## config.mk

```make
export PLATFORM = sky130hd
export DESIGN_NAME = overlay_config_crawl_cmd
export DESIGN_NICKNAME = d
export VERILOG_FILES = /design/src/include/overlay_cfg_pkg.sv /design/src/logic/overlay_config_crawl_cmd.sv
export VERILOG_INCLUDE_DIRS = /design/src /design/src/include
export SDC_FILE = /design/constraint.sdc
export NUM_CORES = 1
export LEC_CHECK = 0
export BUFFER_PORTS_ARGS = -buffer_cell sky130_fd_sc_hd__buf_2
export CORE_MARGIN = 4
export CORE_UTILIZATION = 30
export CTS_BUF_LIST = sky130_fd_sc_hd__clkbuf_8
export DETAILED_ROUTE_END_ITERATION = 7
export PLACE_DENSITY_LB_ADDON = 0.05
export SLEW_MARGIN = 10
export SYNTH_ARGS = -nofsm -noshare
export SYNTH_HDL_FRONTEND = slang
export SYNTH_SLANG_ARGS = --single-unit
```

## constraint.sdc

```tcl
create_clock -name ref_clk -period 37.4 [get_ports ref_clk]
set_input_delay 5.61 -clock ref_clk [delete_from_list [all_inputs] [get_ports ref_clk]]
set_output_delay 5.61 -clock ref_clk [all_outputs]
set_load 0.005 [all_outputs]
```

## src/include/overlay_cfg_regs.svh

```systemverilog
`ifndef OVERLAY_CFG_REGS_SVH
`define OVERLAY_CFG_REGS_SVH

// ==========
// Register offsets (byte addresses, one word each)
`define OFS_CONFIG 5'h00
`define OFS_PIXEL 5'h04
`define OFS_HWIN 5'h08
`define OFS_VWIN 5'h0C
`define OFS_CRAWL 5'h10
`define OFS_BOOT 5'h14

// ==========
// Config word field positions
`define CF_OVERLAY 0
`define CF_CONSTRAIN 1
`define CF_PAL 2
`define CF_INTERLACE 3
`define CF_AUTO_STD 4
`define CF_MAX_RATE 5
`define CF_LEGACY_LOCK 6
`define CF_CRLF_LO 8
`define CF_SRC_LO 12

// ==========
// Configuration selectors
`define SEL_SAVE 8'h01
`define SEL_FACTORY 8'h02
`define SEL_BOOT 8'h08
`define SEL_LEGACY 8'h09
`define SEL_CRLF 8'h0B
`define SEL_STD 8'h10
`define SEL_SCAN 8'h11
`define SEL_SOURCE 8'h12
`define SEL_AUTO_STD 8'h13
`define SEL_MAX_RATE 8'h14
`define SEL_CONSTRAIN 8'h15
`define SEL_PIXSEL 8'h17
`define SEL_HSTART 8'h18
`define SEL_HSIZE 8'h19
`define SEL_VSTART 8'h1A
`define SEL_VSIZE 8'h1B
`define SEL_OVERLAY 8'h1C

// ==========
// Crawl defaults
`define CRAWL_DEF_LINE (-16'sd22)
`define CRAWL_DEF_RATE 16'h0002
`define CRAWL_DEF_GAP 7'h46
`define CRAWL_GAP_MAX 7'h64

// ==========
// Window defaults and limits
`define HSTART_DEF 10'h074
`define HSIZE_DEF 10'h1A0
`define VSTART_DEF 10'h027
`define VSIZE_DEF_NTSC 10'h0D0
`define VSIZE_DEF_PAL 10'h0F8
`define VLINES_NTSC 10'h0F0
`define VLINES_PAL 10'h120
`define HSTART_MAX 10'h0C8
`define VSTART_MAX 10'h040
`define CONSTRAIN_PCT 8'h57
`define HSIZE_STEP_MASK 10'h3F0

// ==========
// Pixel rates in kHz; pixels per line = rate * 64 / 1250
`define PPL_MUL 8'h40
`define PPL_DIV 12'h4E2
`define RATE_NTSC_KHZ 14'd6250
`define RATE_PAL_KHZ 14'd7500
`define RATE_MAX_KHZ 14'd9375

// ==========
// Boot script and misc
`define BOOT_MAX_LEN 10'h384
`define CHAR_NUL 8'h00
`define CHAR_CR 8'h0D
`define CHAR_LF 8'h0A

`endif

```

## src/include/overlay_cfg_pkg.sv

```systemverilog
package overlay_cfg_pkg;

  // Decoded command kinds from the escape parser
  typedef enum logic [1:0] {
    OP_NONE,
    OP_CRAWL,
    OP_DEFER_CLEAR,
    OP_CONFIG
  } cmd_op_t;

  // Video source policy
  typedef enum logic [1:0] {
    SRC_RSVD,
    SRC_LOCAL,
    SRC_REMOTE,
    SRC_AUTO
  } src_mode_t;

endpackage

```

## src/logic/overlay_config_crawl_cmd.sv

```systemverilog
// Behaviour
// - Crawl copies string; empty string disables crawl
// - Argument one: zero stops, one runs
// - Crawl line pixels, negative from bottom, -22
// - Crawl advance per field, default two
// - Gap percent 0..100 default 70, repeats
// - Latch font and render mode at start
// - Crawl survives clears and mode changes
// - Deferred clear on next non-NUL character
// - Settings volatile until selector one saves
// - Selector two restores factory defaults, script
// - Selector eight captures script, max 900
// - Selector nine sets legacy lockout, default one
// - Selector eleven maps CR and LF
// - Sixteen picks standard; nineteen auto adopts, saves
// - Seventeen picks progressive or interlaced scan
// - Eighteen picks local, remote or automatic source
// - High-rate option sets default pixel clock
// - Nonzero pixel select overrides, sets line width
// - Twenty-one constrains display about thirteen percent
// - Horizontal start, width; defaults, step, clamp
// - Vertical start, height; defaults, clamp
// - Twenty-eight blanks overlay, memory still drawn
`timescale 1ns/1ps
`include "overlay_cfg_regs.svh"

module overlay_config_crawl_cmd (
  // Clock and reset
  input wire logic ref_clk,
  input wire logic rst,
  // Decoded command from the escape parser
  input wire logic cmd_valid,
  input wire logic [1:0] cmd_op,
  input wire logic [2:0] cmd_argc,
  input wire logic [15:0] cmd_arg0,
  input wire logic [15:0] cmd_arg1,
  input wire logic [15:0] cmd_arg2,
  input wire logic [15:0] cmd_arg3,
  input wire logic [15:0] cmd_arg4,
  // Printable character stream
  input wire logic char_valid,
  input wire logic [7:0] char_data,
  // Drawing context and string buffer state
  input wire logic [9:0] str_len,
  input wire logic [3:0] cur_font,
  input wire logic [6:0] cur_render,
  // Video detector
  input wire logic det_valid,
  input wire logic det_pal,
  input wire logic local_active,
  // Register port
  input wire logic [4:0] reg_addr,
  input wire logic [31:0] reg_wdata,
  input wire logic reg_wr,
  input wire logic reg_rd,
  output logic [31:0] reg_rdata,
  // Character stream out
  output logic out_valid,
  output logic [7:0] out_data,
  output logic out_cr,
  output logic out_lf,
  output logic clear_screen,
  // Buffer and flash requests
  output logic crawl_copy,
  output logic boot_copy,
  output logic [9:0] boot_len,
  output logic flash_save,
  output logic factory_load,
  // Crawl settings
  output logic crawl_on,
  output logic [15:0] crawl_line,
  output logic [15:0] crawl_rate,
  output logic [6:0] crawl_gap,
  output logic [15:0] crawl_reps,
  output logic crawl_forever,
  output logic [3:0] crawl_font,
  output logic [6:0] crawl_render,
  // Video configuration
  output logic [15:0] cfg_word,
  output logic [3:0] pixel_clock_select,
  output logic [9:0] line_pixels,
  output logic [9:0] hstart,
  output logic [9:0] hsize,
  output logic [9:0] vstart,
  output logic [9:0] vsize
);

  // ==========
  // Helper functions

  // Pixel clock in kHz from select code and standard
  function automatic logic [13:0] rate_khz(input logic [3:0] sel, input logic maxr,
                                           input logic pal);
    logic [13:0] r;
    r = pal ? `RATE_PAL_KHZ : `RATE_NTSC_KHZ;
    if (maxr)
      r = `RATE_MAX_KHZ;
    unique case (sel)
      4'h1: r = 14'd5000;
      4'h2: r = 14'd5375;
      4'h3: r = 14'd5769;
      4'h4: r = 14'd6250;
      4'h5: r = 14'd6818;
      4'h6: r = 14'd7500;
      4'h7: r = 14'd8330;
      4'h8: r = `RATE_MAX_KHZ;
      default: r = r;
    endcase
    return r;
  endfunction

  // Pixels per line: rate divided by 19.53125 kHz
  function automatic logic [9:0] pix_per_line(input logic [13:0] khz);
    logic [23:0] p;
    p = 24'(khz) * 24'(`PPL_MUL) / 24'(`PPL_DIV);
    return p[9:0];
  endfunction

  // Shrinks a span to the safe area when constrained
  function automatic logic [9:0] shrink(input logic [9:0] v, input logic con);
    logic [17:0] p;
    p = 18'(v) * 18'(`CONSTRAIN_PCT) / 18'd100;
    return con ? p[9:0] : v;
  endfunction

  // Clamps a request, zero picks the default
  function automatic logic [9:0] pick(input logic [9:0] req, input logic [9:0] def,
                                      input logic [9:0] lim);
    logic [9:0] v;
    v = (req == 10'h000) ? def : req;
    return (v > lim) ? lim : v;
  endfunction

  // Signed argument to an unsigned window value
  function automatic logic [9:0] arg10(input logic [15:0] a);
    logic [9:0] v;
    v = (a[15] || a[15:10] != 6'h00) ? (a[15] ? 10'h000 : 10'h3FF) : a[9:0];
    return v;
  endfunction

  // ==========
  // Configuration and crawl state
  logic overlay_ff, nxt_overlay;
  logic constrain_ff, nxt_constrain;
  logic pal_ff, nxt_pal;
  logic interlace_ff, nxt_interlace;
  logic auto_std_ff, nxt_auto_std;
  logic max_rate_ff, nxt_max_rate;
  logic legacy_lock_ff, nxt_legacy_lock;
  logic [1:0] crlf_ff, nxt_crlf;
  overlay_cfg_pkg::src_mode_t src_ff, nxt_src;
  logic [3:0] pixsel_ff, nxt_pixsel;
  logic [9:0] hstart_req_ff, nxt_hstart_req;
  logic [9:0] hsize_req_ff, nxt_hsize_req;
  logic [9:0] vstart_req_ff, nxt_vstart_req;
  logic [9:0] vsize_req_ff, nxt_vsize_req;
  logic [9:0] boot_len_ff, nxt_boot_len;
  logic save_ff, nxt_save;
  logic factory_ff, nxt_factory;
  logic boot_copy_ff, nxt_boot_copy;
  logic crawl_copy_ff, nxt_crawl_copy;
  logic crawl_on_ff, nxt_crawl_on;
  logic [15:0] crawl_line_ff, nxt_crawl_line;
  logic [15:0] crawl_rate_ff, nxt_crawl_rate;
  logic [6:0] crawl_gap_ff, nxt_crawl_gap;
  logic [15:0] crawl_reps_ff, nxt_crawl_reps;
  logic crawl_forever_ff, nxt_crawl_forever;
  logic [3:0] crawl_font_ff, nxt_crawl_font;
  logic [6:0] crawl_render_ff, nxt_crawl_render;
  logic [9:0] ppl_ff, nxt_ppl;
  logic [9:0] hstart_ff, nxt_hstart;
  logic [9:0] hsize_ff, nxt_hsize;
  logic [9:0] vstart_ff, nxt_vstart;
  logic [9:0] vsize_ff, nxt_vsize;
  logic [15:0] cfg_word_ff, nxt_cfg_word;

  overlay_cfg_pkg::cmd_op_t op;
  logic is_cfg;
  logic [7:0] sel;
  logic [15:0] m;
  logic [9:0] lines_total, hlim, vdef;
  logic [15:0] cur_cfg;

  assign op = overlay_cfg_pkg::cmd_op_t'(cmd_op);
  assign is_cfg = cmd_valid && op == overlay_cfg_pkg::OP_CONFIG;
  assign sel = cmd_arg0[7:0];
  assign m = cmd_arg1;

  // Current flags packed for the register view
  always_comb
  begin
    cur_cfg = 16'h0000;
    cur_cfg[`CF_OVERLAY] = overlay_ff;
    cur_cfg[`CF_CONSTRAIN] = constrain_ff;
    cur_cfg[`CF_PAL] = pal_ff;
    cur_cfg[`CF_INTERLACE] = interlace_ff;
    cur_cfg[`CF_AUTO_STD] = auto_std_ff;
    cur_cfg[`CF_MAX_RATE] = max_rate_ff;
    cur_cfg[`CF_LEGACY_LOCK] = legacy_lock_ff;
    cur_cfg[`CF_CRLF_LO +: 2] = crlf_ff;
    cur_cfg[`CF_SRC_LO +: 2] = src_ff;
  end

  // Next configuration and crawl values
  always_comb
  begin
    nxt_overlay = overlay_ff;
    nxt_constrain = constrain_ff;
    nxt_pal = pal_ff;
    nxt_interlace = interlace_ff;
    nxt_auto_std = auto_std_ff;
    nxt_max_rate = max_rate_ff;
    nxt_legacy_lock = legacy_lock_ff;
    nxt_crlf = crlf_ff;
    nxt_src = src_ff;
    nxt_pixsel = pixsel_ff;
    nxt_hstart_req = hstart_req_ff;
    nxt_hsize_req = hsize_req_ff;
    nxt_vstart_req = vstart_req_ff;
    nxt_vsize_req = vsize_req_ff;
    nxt_boot_len = boot_len_ff;
    nxt_save = 1'b0;
    nxt_factory = 1'b0;
    nxt_boot_copy = 1'b0;
    nxt_crawl_copy = 1'b0;
    nxt_crawl_on = crawl_on_ff;
    nxt_crawl_line = crawl_line_ff;
    nxt_crawl_rate = crawl_rate_ff;
    nxt_crawl_gap = crawl_gap_ff;
    nxt_crawl_reps = crawl_reps_ff;
    nxt_crawl_forever = crawl_forever_ff;
    nxt_crawl_font = crawl_font_ff;
    nxt_crawl_render = crawl_render_ff;
    if (cmd_valid && op == overlay_cfg_pkg::OP_CRAWL)
    begin
      if (str_len == 10'h000)
        nxt_crawl_on = 1'b0;
      else
      begin
        nxt_crawl_on = (cmd_argc == 3'd0) || (cmd_arg0 != 16'h0000);
        nxt_crawl_copy = nxt_crawl_on;
        nxt_crawl_line = (cmd_argc > 3'd1) ? cmd_arg1 : `CRAWL_DEF_LINE;
        nxt_crawl_rate = (cmd_argc > 3'd2) ? cmd_arg2 : `CRAWL_DEF_RATE;
        nxt_crawl_gap = `CRAWL_DEF_GAP;
        if (cmd_argc > 3'd3)
          nxt_crawl_gap = (cmd_arg3 > 16'(`CRAWL_GAP_MAX)) ? `CRAWL_GAP_MAX : cmd_arg3[6:0];
        nxt_crawl_forever = (cmd_argc < 3'd5);
        nxt_crawl_reps = (cmd_argc > 3'd4) ? cmd_arg4 : 16'h0000;
        if (nxt_crawl_on)
        begin
          nxt_crawl_font = cur_font;
          nxt_crawl_render = cur_render;
        end
      end
    end
    if (is_cfg)
    begin
      unique case (sel)
        `SEL_SAVE: nxt_save = 1'b1;
        `SEL_FACTORY:
        begin
          nxt_factory = 1'b1;
          nxt_overlay = 1'b1;
          nxt_constrain = 1'b1;
          nxt_pal = 1'b0;
          nxt_interlace = 1'b0;
          nxt_auto_std = 1'b1;
          nxt_max_rate = 1'b1;
          nxt_legacy_lock = 1'b1;
          nxt_crlf = 2'h0;
          nxt_src = overlay_cfg_pkg::SRC_AUTO;
          nxt_pixsel = 4'h0;
          nxt_hstart_req = 10'h000;
          nxt_hsize_req = 10'h000;
          nxt_vstart_req = 10'h000;
          nxt_vsize_req = 10'h000;
          nxt_boot_len = 10'h000;
        end
        `SEL_BOOT:
        begin
          nxt_boot_copy = 1'b1;
          nxt_boot_len = (str_len > `BOOT_MAX_LEN) ? `BOOT_MAX_LEN : str_len;
        end
        `SEL_LEGACY: nxt_legacy_lock = m[0];
        `SEL_CRLF: nxt_crlf = m[1:0];
        `SEL_STD: nxt_pal = m[0];
        `SEL_SCAN: nxt_interlace = m[0];
        `SEL_SOURCE:
          if (m >= 16'h0001 && m <= 16'h0003)
            nxt_src = overlay_cfg_pkg::src_mode_t'(m[1:0]);
        `SEL_AUTO_STD: nxt_auto_std = m[0];
        `SEL_MAX_RATE: nxt_max_rate = m[0];
        `SEL_CONSTRAIN: nxt_constrain = m[0];
        `SEL_PIXSEL:
          if (m <= 16'h0008)
            nxt_pixsel = m[3:0];
        `SEL_HSTART: nxt_hstart_req = arg10(m);
        `SEL_HSIZE: nxt_hsize_req = arg10(m);
        `SEL_VSTART: nxt_vstart_req = arg10(m);
        `SEL_VSIZE: nxt_vsize_req = arg10(m);
        `SEL_OVERLAY: nxt_overlay = m[0];
        default: nxt_save = 1'b0;
      endcase
    end
    // Software write of the config word
    if (reg_wr && reg_addr == `OFS_CONFIG)
    begin
      nxt_overlay = reg_wdata[`CF_OVERLAY];
      nxt_constrain = reg_wdata[`CF_CONSTRAIN];
      nxt_pal = reg_wdata[`CF_PAL];
      nxt_interlace = reg_wdata[`CF_INTERLACE];
      nxt_auto_std = reg_wdata[`CF_AUTO_STD];
      nxt_max_rate = reg_wdata[`CF_MAX_RATE];
      nxt_legacy_lock = reg_wdata[`CF_LEGACY_LOCK];
      nxt_crlf = reg_wdata[`CF_CRLF_LO +: 2];
      if (reg_wdata[`CF_SRC_LO +: 2] != 2'h0)
        nxt_src = overlay_cfg_pkg::src_mode_t'(reg_wdata[`CF_SRC_LO +: 2]);
    end
    if (reg_wr && reg_addr == `OFS_PIXEL && reg_wdata[3:0] <= 4'h8)
      nxt_pixsel = reg_wdata[3:0];
    if (det_valid && auto_std_ff && local_active && det_pal != pal_ff && !is_cfg)
    begin
      nxt_pal = det_pal;
      nxt_save = 1'b1;
    end
  end

  // Effective window from requests and current mode
  always_comb
  begin
    nxt_ppl = pix_per_line(rate_khz(pixsel_ff, max_rate_ff, pal_ff));
    lines_total = pal_ff ? `VLINES_PAL : `VLINES_NTSC;
    vdef = pal_ff ? `VSIZE_DEF_PAL : `VSIZE_DEF_NTSC;
    hlim = shrink(nxt_ppl, constrain_ff) & `HSIZE_STEP_MASK;
    nxt_hstart = pick(hstart_req_ff, `HSTART_DEF, `HSTART_MAX);
    nxt_hsize = pick(hsize_req_ff, `HSIZE_DEF, hlim) & `HSIZE_STEP_MASK;
    nxt_vstart = pick(vstart_req_ff, `VSTART_DEF, `VSTART_MAX);
    nxt_vsize = pick(vsize_req_ff, vdef, constrain_ff ? vdef : lines_total);
    nxt_cfg_word = cur_cfg;
  end

  // no clear or mode change touches crawl state
  always_ff @(posedge ref_clk)
  begin
    if (rst)
    begin
      overlay_ff <= 1'b1;
      constrain_ff <= 1'b1;
      pal_ff <= 1'b0;
      interlace_ff <= 1'b0;
      auto_std_ff <= 1'b1;
      max_rate_ff <= 1'b1;
      legacy_lock_ff <= 1'b1;
      crlf_ff <= 2'h0;
      src_ff <= overlay_cfg_pkg::SRC_AUTO;
      pixsel_ff <= 4'h0;
      hstart_req_ff <= 10'h000;
      hsize_req_ff <= 10'h000;
      vstart_req_ff <= 10'h000;
      vsize_req_ff <= 10'h000;
      boot_len_ff <= 10'h000;
      save_ff <= 1'b0;
      factory_ff <= 1'b0;
      boot_copy_ff <= 1'b0;
      crawl_copy_ff <= 1'b0;
      crawl_on_ff <= 1'b0;
      crawl_line_ff <= `CRAWL_DEF_LINE;
      crawl_rate_ff <= `CRAWL_DEF_RATE;
      crawl_gap_ff <= `CRAWL_DEF_GAP;
      crawl_reps_ff <= 16'h0000;
      crawl_forever_ff <= 1'b1;
      crawl_font_ff <= 4'h0;
      crawl_render_ff <= 7'h00;
      ppl_ff <= 10'h000;
      hstart_ff <= `HSTART_DEF;
      hsize_ff <= `HSIZE_DEF;
      vstart_ff <= `VSTART_DEF;
      vsize_ff <= `VSIZE_DEF_NTSC;
      cfg_word_ff <= 16'h0000;
    end
    else
    begin
      overlay_ff <= nxt_overlay;
      constrain_ff <= nxt_constrain;
      pal_ff <= nxt_pal;
      interlace_ff <= nxt_interlace;
      auto_std_ff <= nxt_auto_std;
      max_rate_ff <= nxt_max_rate;
      legacy_lock_ff <= nxt_legacy_lock;
      crlf_ff <= nxt_crlf;
      src_ff <= nxt_src;
      pixsel_ff <= nxt_pixsel;
      hstart_req_ff <= nxt_hstart_req;
      hsize_req_ff <= nxt_hsize_req;
      vstart_req_ff <= nxt_vstart_req;
      vsize_req_ff <= nxt_vsize_req;
      boot_len_ff <= nxt_boot_len;
      save_ff <= nxt_save;
      factory_ff <= nxt_factory;
      boot_copy_ff <= nxt_boot_copy;
      crawl_copy_ff <= nxt_crawl_copy;
      crawl_on_ff <= nxt_crawl_on;
      crawl_line_ff <= nxt_crawl_line;
      crawl_rate_ff <= nxt_crawl_rate;
      crawl_gap_ff <= nxt_crawl_gap;
      crawl_reps_ff <= nxt_crawl_reps;
      crawl_forever_ff <= nxt_crawl_forever;
      crawl_font_ff <= nxt_crawl_font;
      crawl_render_ff <= nxt_crawl_render;
      ppl_ff <= nxt_ppl;
      hstart_ff <= nxt_hstart;
      hsize_ff <= nxt_hsize;
      vstart_ff <= nxt_vstart;
      vsize_ff <= nxt_vsize;
      cfg_word_ff <= nxt_cfg_word;
    end
  end

  // ==========
  // Character stream and register read port
  logic pend_clr_ff, nxt_pend_clr;
  logic out_valid_ff, nxt_out_valid;
  logic [7:0] out_data_ff, nxt_out_data;
  logic out_cr_ff, nxt_out_cr;
  logic out_lf_ff, nxt_out_lf;
  logic clear_ff, nxt_clear;
  logic [31:0] rdata_ff, nxt_rdata;
  logic live_char;

  assign live_char = char_valid && char_data != `CHAR_NUL;

  // Deferred clear, CR and LF mapping, read mux
  always_comb
  begin
    nxt_pend_clr = pend_clr_ff;
    nxt_clear = 1'b0;
    nxt_out_valid = live_char;
    nxt_out_data = char_data;
    nxt_out_cr = 1'b0;
    nxt_out_lf = 1'b0;
    if (live_char && pend_clr_ff)
    begin
      nxt_clear = 1'b1;
      nxt_pend_clr = 1'b0;
    end
    if (cmd_valid && op == overlay_cfg_pkg::OP_DEFER_CLEAR)
      nxt_pend_clr = 1'b1;
    if (live_char && char_data == `CHAR_CR)
    begin
      nxt_out_cr = 1'b1;
      nxt_out_lf = crlf_ff[0];
    end
    if (live_char && char_data == `CHAR_LF)
    begin
      nxt_out_lf = 1'b1;
      nxt_out_cr = crlf_ff[1];
    end
    nxt_rdata = 32'h0000_0000;
    if (reg_rd)
    begin
      unique case (reg_addr)
        `OFS_CONFIG: nxt_rdata = {16'h0000, cfg_word_ff};
        `OFS_PIXEL: nxt_rdata = {6'h00, ppl_ff, 12'h000, pixsel_ff};
        `OFS_HWIN: nxt_rdata = {6'h00, hsize_ff, 6'h00, hstart_ff};
        `OFS_VWIN: nxt_rdata = {6'h00, vsize_ff, 6'h00, vstart_ff};
        `OFS_CRAWL: nxt_rdata = {crawl_line_ff, 6'h00, pend_clr_ff, crawl_forever_ff,
                                 crawl_on_ff, crawl_gap_ff};
        `OFS_BOOT: nxt_rdata = {22'h00_0000, boot_len_ff};
        default: nxt_rdata = 32'h0000_0000;
      endcase
    end
  end

  // Stream and read registers
  always_ff @(posedge ref_clk)
  begin
    if (rst)
    begin
      pend_clr_ff <= 1'b0;
      clear_ff <= 1'b0;
      out_valid_ff <= 1'b0;
      out_data_ff <= 8'h00;
      out_cr_ff <= 1'b0;
      out_lf_ff <= 1'b0;
      rdata_ff <= 32'h0000_0000;
    end
    else
    begin
      pend_clr_ff <= nxt_pend_clr;
      clear_ff <= nxt_clear;
      out_valid_ff <= nxt_out_valid;
      out_data_ff <= nxt_out_data;
      out_cr_ff <= nxt_out_cr;
      out_lf_ff <= nxt_out_lf;
      rdata_ff <= nxt_rdata;
    end
  end

  // Outputs straight from flops
  assign reg_rdata = rdata_ff;
  assign out_valid = out_valid_ff;
  assign out_data = out_data_ff;
  assign out_cr = out_cr_ff;
  assign out_lf = out_lf_ff;
  assign clear_screen = clear_ff;
  assign crawl_copy = crawl_copy_ff;
  assign boot_copy = boot_copy_ff;
  assign boot_len = boot_len_ff;
  assign flash_save = save_ff;
  assign factory_load = factory_ff;
  assign crawl_on = crawl_on_ff;
  assign crawl_line = crawl_line_ff;
  assign crawl_rate = crawl_rate_ff;
  assign crawl_gap = crawl_gap_ff;
  assign crawl_reps = crawl_reps_ff;
  assign crawl_forever = crawl_forever_ff;
  assign crawl_font = crawl_font_ff;
  assign crawl_render = crawl_render_ff;
  assign cfg_word = cfg_word_ff;
  assign pixel_clock_select = pixsel_ff;
  assign line_pixels = ppl_ff;
  assign hstart = hstart_ff;
  assign hsize = hsize_ff;
  assign vstart = vstart_ff;
  assign vsize = vsize_ff;

endmodule

```

==> flow_metrics.env <==
export IMPL_ys_warnings_count=0
export IMPL_worstPathRequired_ns=37.94
export IMPL_clk_latency_ns=0.63
export IMPL_cts_tree="done"
export IMPL_max_stage_delay_ns=0.87
export IMPL_ys_types=100
export IMPL_final_cell_mix="320 x buf_2, 239 x nor2_1, 235 x dfxtp_1, 137 x nand2_1, 114 x a21oi_1"
export IMPL_clkPwrFrac=0.131
export IMPL_io_pins=356
export IMPL_whs_ns=0.4478
export IMPL_cp_num_buf_inv=5
export IMPL_grt_pass1_vias=13480
export IMPL_min_delay_start="crawl_rate[6]"
export IMPL_htreeDepth=2
export IMPL_p_leak_nw=7.281
export IMPL_synthArstFlopShare=0
export IMPL_rows=78
export IMPL_ys_seq_area_frac=0.3394
export IMPL_period_share=0.4692
export IMPL_drive_above_1_share=0.2255
export IMPL_fin_skew_ns=0.03644
export IMPL_min_path_type="reg -> reg"
export IMPL_final_common_cell="buf_2"
export IMPL_routed_wirelength_mm=57.07
export IMPL_synth_seq_cells=235
export IMPL_cts_buffers=45
export IMPL_critPathLaunch="pixel_clock_select[1]"
export IMPL_p_switching_mw=1.010
export IMPL_finalSetupTns_ns=0
export IMPL_use_met1=0.2899
export IMPL_route_detailed_drc=0
export IMPL_final_antenna_net_count=0
export IMPL_cp_start_kind="register"
export IMPL_synth_cells=1718
export IMPL_dieArea_um2=49710
export IMPL_netlist_area_um2=13860
export IMPL_pre_cts_slack_ns=20.00
export IMPL_dpl_hpwl_mm=44.09
export IMPL_period_needed_ns=17.55
export IMPL_slowest_stage="xor2_1"
export IMPL_swShare=0.5243
export IMPL_drt_initial_drc_count=1029
export IMPL_post_cts_buffers=0
export IMPL_placed_area_um2=15980
export IMPL_r2r_start="pixel_clock_select[1]"
export IMPL_die_height_um=223.0
export IMPL_grt_total_usage=0.2187
export IMPL_p_comb_frac=0.731
export IMPL_seqPwrFrac=0.138
export IMPL_port_buffers=321
export IMPL_relSlewSlack=0.2865
export IMPL_crit_type="reg -> reg"
export IMPL_cts_hold_repair_buffers=0
export IMPL_power_density_nw_per_um2=114.1
export IMPL_hold_violations=0
export IMPL_critical_path_max_fanout=16
export IMPL_worst_pin_slew_ns=1.067
export IMPL_synth_edf_count=0
export IMPL_cp_arrival_ns=18.09
export IMPL_rsz0062_at_grt="no"
export IMPL_outcome="finished, final reports clean"
export IMPL_clock_root_buffer="clkbuf_8"
export IMPL_wire_per_inst_um=21.49
export IMPL_drv_cap=0
export IMPL_grt_max_degree=78
export IMPL_vias=14170
export IMPL_cp_top_family="compound AO/OA/AOI/OAI gates"
export IMPL_cts_resized=0
export IMPL_grt_pass1_wl_mm=85.10
export IMPL_postSynthAreaPerCell_um2=8.069
export IMPL_fin_nets=2270
export IMPL_internal_power_mw=0.9163
export IMPL_finalSetupViolations=0
export IMPL_gp_congestion=0.8913
export IMPL_setup_slack_ns=19.85
export IMPL_antenna_found_initial=7
export IMPL_die_x_um=223.0
export IMPL_use_met3=0.05303
export IMPL_cts_sinks=235
export IMPL_slew_violations=0
export IMPL_final_area_um2=16880
export IMPL_coreArea_um2=45580
export IMPL_fmax_mhz=56.99
export IMPL_peakVddDrop_mv=0.3795
export IMPL_vias_per_cell=5.336
export IMPL_clk_pin_slew_worst_paths_ns=0.06
export IMPL_firstDrtPassIters=8
export IMPL_globalRouteOverflowTotal=0
export IMPL_top_usage_layer="met2"
export IMPL_ys_flop_type="dfxtp_1"
export IMPL_cts_max_path_buffers=3
export IMPL_syn_to_final_growth_pct=21.75
export IMPL_grt_use_met2=0.3607
export IMPL_end_kind="register"
export IMPL_initial_utilization=0.3042
## Yosys cell counts (10+ instances only)
library cell,count,share of area
nor2_1,239,0.065
dfxtp_1,235,0.34
nand2_1,137,0.037
a21oi_1,114,0.041
o21ai_0,78,0.028
clkbuf_1,75,0.020
ha_1,69,0.062
nand3_1,61,0.022
inv_1,60,0.016
a31oi_1,52,0.023
nor3_1,51,0.018
nor2b_1,31,0.014
a211oi_1,27,0.015
and2_1,23,0.010
nand2b_1,22,0.0099
a22oi_1,21,0.011
and3_1,21,0.0095
mux2i_1,21,0.015
fa_1,20,0.029
a222oi_1,18,0.013
o211ai_1,18,0.0097
a21o_1,16,0.0087
o21a_1,16,0.0087
xnor2_1,15,0.0095
nor4_1,14,0.0063
buf_4,13,0.0070
o21ai_1,13,0.0047
or3_1,13,0.0059
or2_2,12,0.0054
a22o_1,11,0.0069
buf_2,10,0.0036
## worst reg2reg max path, delay by kind of cell, from the launching register on
family                   cells  cell delay (ns)
AO/OA/AOI/OAI               30             7.27
AND/OR/NAND/NOR             18             3.89
adder cells (fa/ha/maj)     10             3.07
buffers and inverters        5             1.07
XOR/XNOR                     1             0.88
multiplexers                 3             0.75
flip-flops                   1             0.58
## sequential cells by signal (all words and copies together) (netlist names), 11 cells and up
register,flops
reg_rdata,28
crawl_line,16
crawl_reps,16
crawl_rate,16
cfg_word,11
## through the flow
stage	total power, mW	util	instances
after global routing	2.092	0.3702	2653
after global placement	1.662	0.3505	2574
after detailed placement	1.653	0.3505	2574
after floorplan	1.364	-	1746
after CTS	1.916	0.3701	2653
final	1.926	0.3703	2656
## final cells by class
class / count / area (µm²)
diodes: 3 / 7.507
clock buffers: 56 / 770.7
clock inverters: 23 / 120.1
fillers: 4855 / 28700
inverters: 63 / 236.5
multi-input cells: 1344 / 8597
flip-flops and latches: 235 / 4705
well taps: 600 / 750.7
repair buffers: 332 / 1692
## final timing paths
path / cells past startpoint / to / slack (ns)
worst max register to register: 67 / hsize[9] / 19.85
worst max-delay path: 67 / hsize[9] / 19.85
worst min register to register: 2 / crawl_rate[6] / 0.45
worst min-delay path: 2 / crawl_rate[6] / 0.45
## routing by layer
layer	up-vias	share of wire
met4	4	0.022
met2	506	0.46
met5	-	0.00047
li1	6853	-
met3	65	0.075
met1	6745	0.44
## kinds of logic (layout without fill, tap and decap cells)
kind of cell	after synthesis	after routing	synth area share
buf+inv	167	474	0.05072
compound gates	505	505	0.2533
mux	23	23	0.01679
xor+xnor	25	25	0.01634
fa+ha+maj	89	89	0.09116
flops	235	235	0.3394
simple gates	672	672	0.2319
other cells	2	33	0.0005417
## power by group through the flow
stage	Clock (mW)	Sequential (mW)	Combinational (mW)
finish	0.252	0.266	1.41
detailed placement	0	0.271	1.38
global route	0.272	0.266	1.55
global placement	0	0.271	1.39
CTS	0.262	0.266	1.39
floorplan	0	0.268	1.10
(Power assumes the default switching activity.)
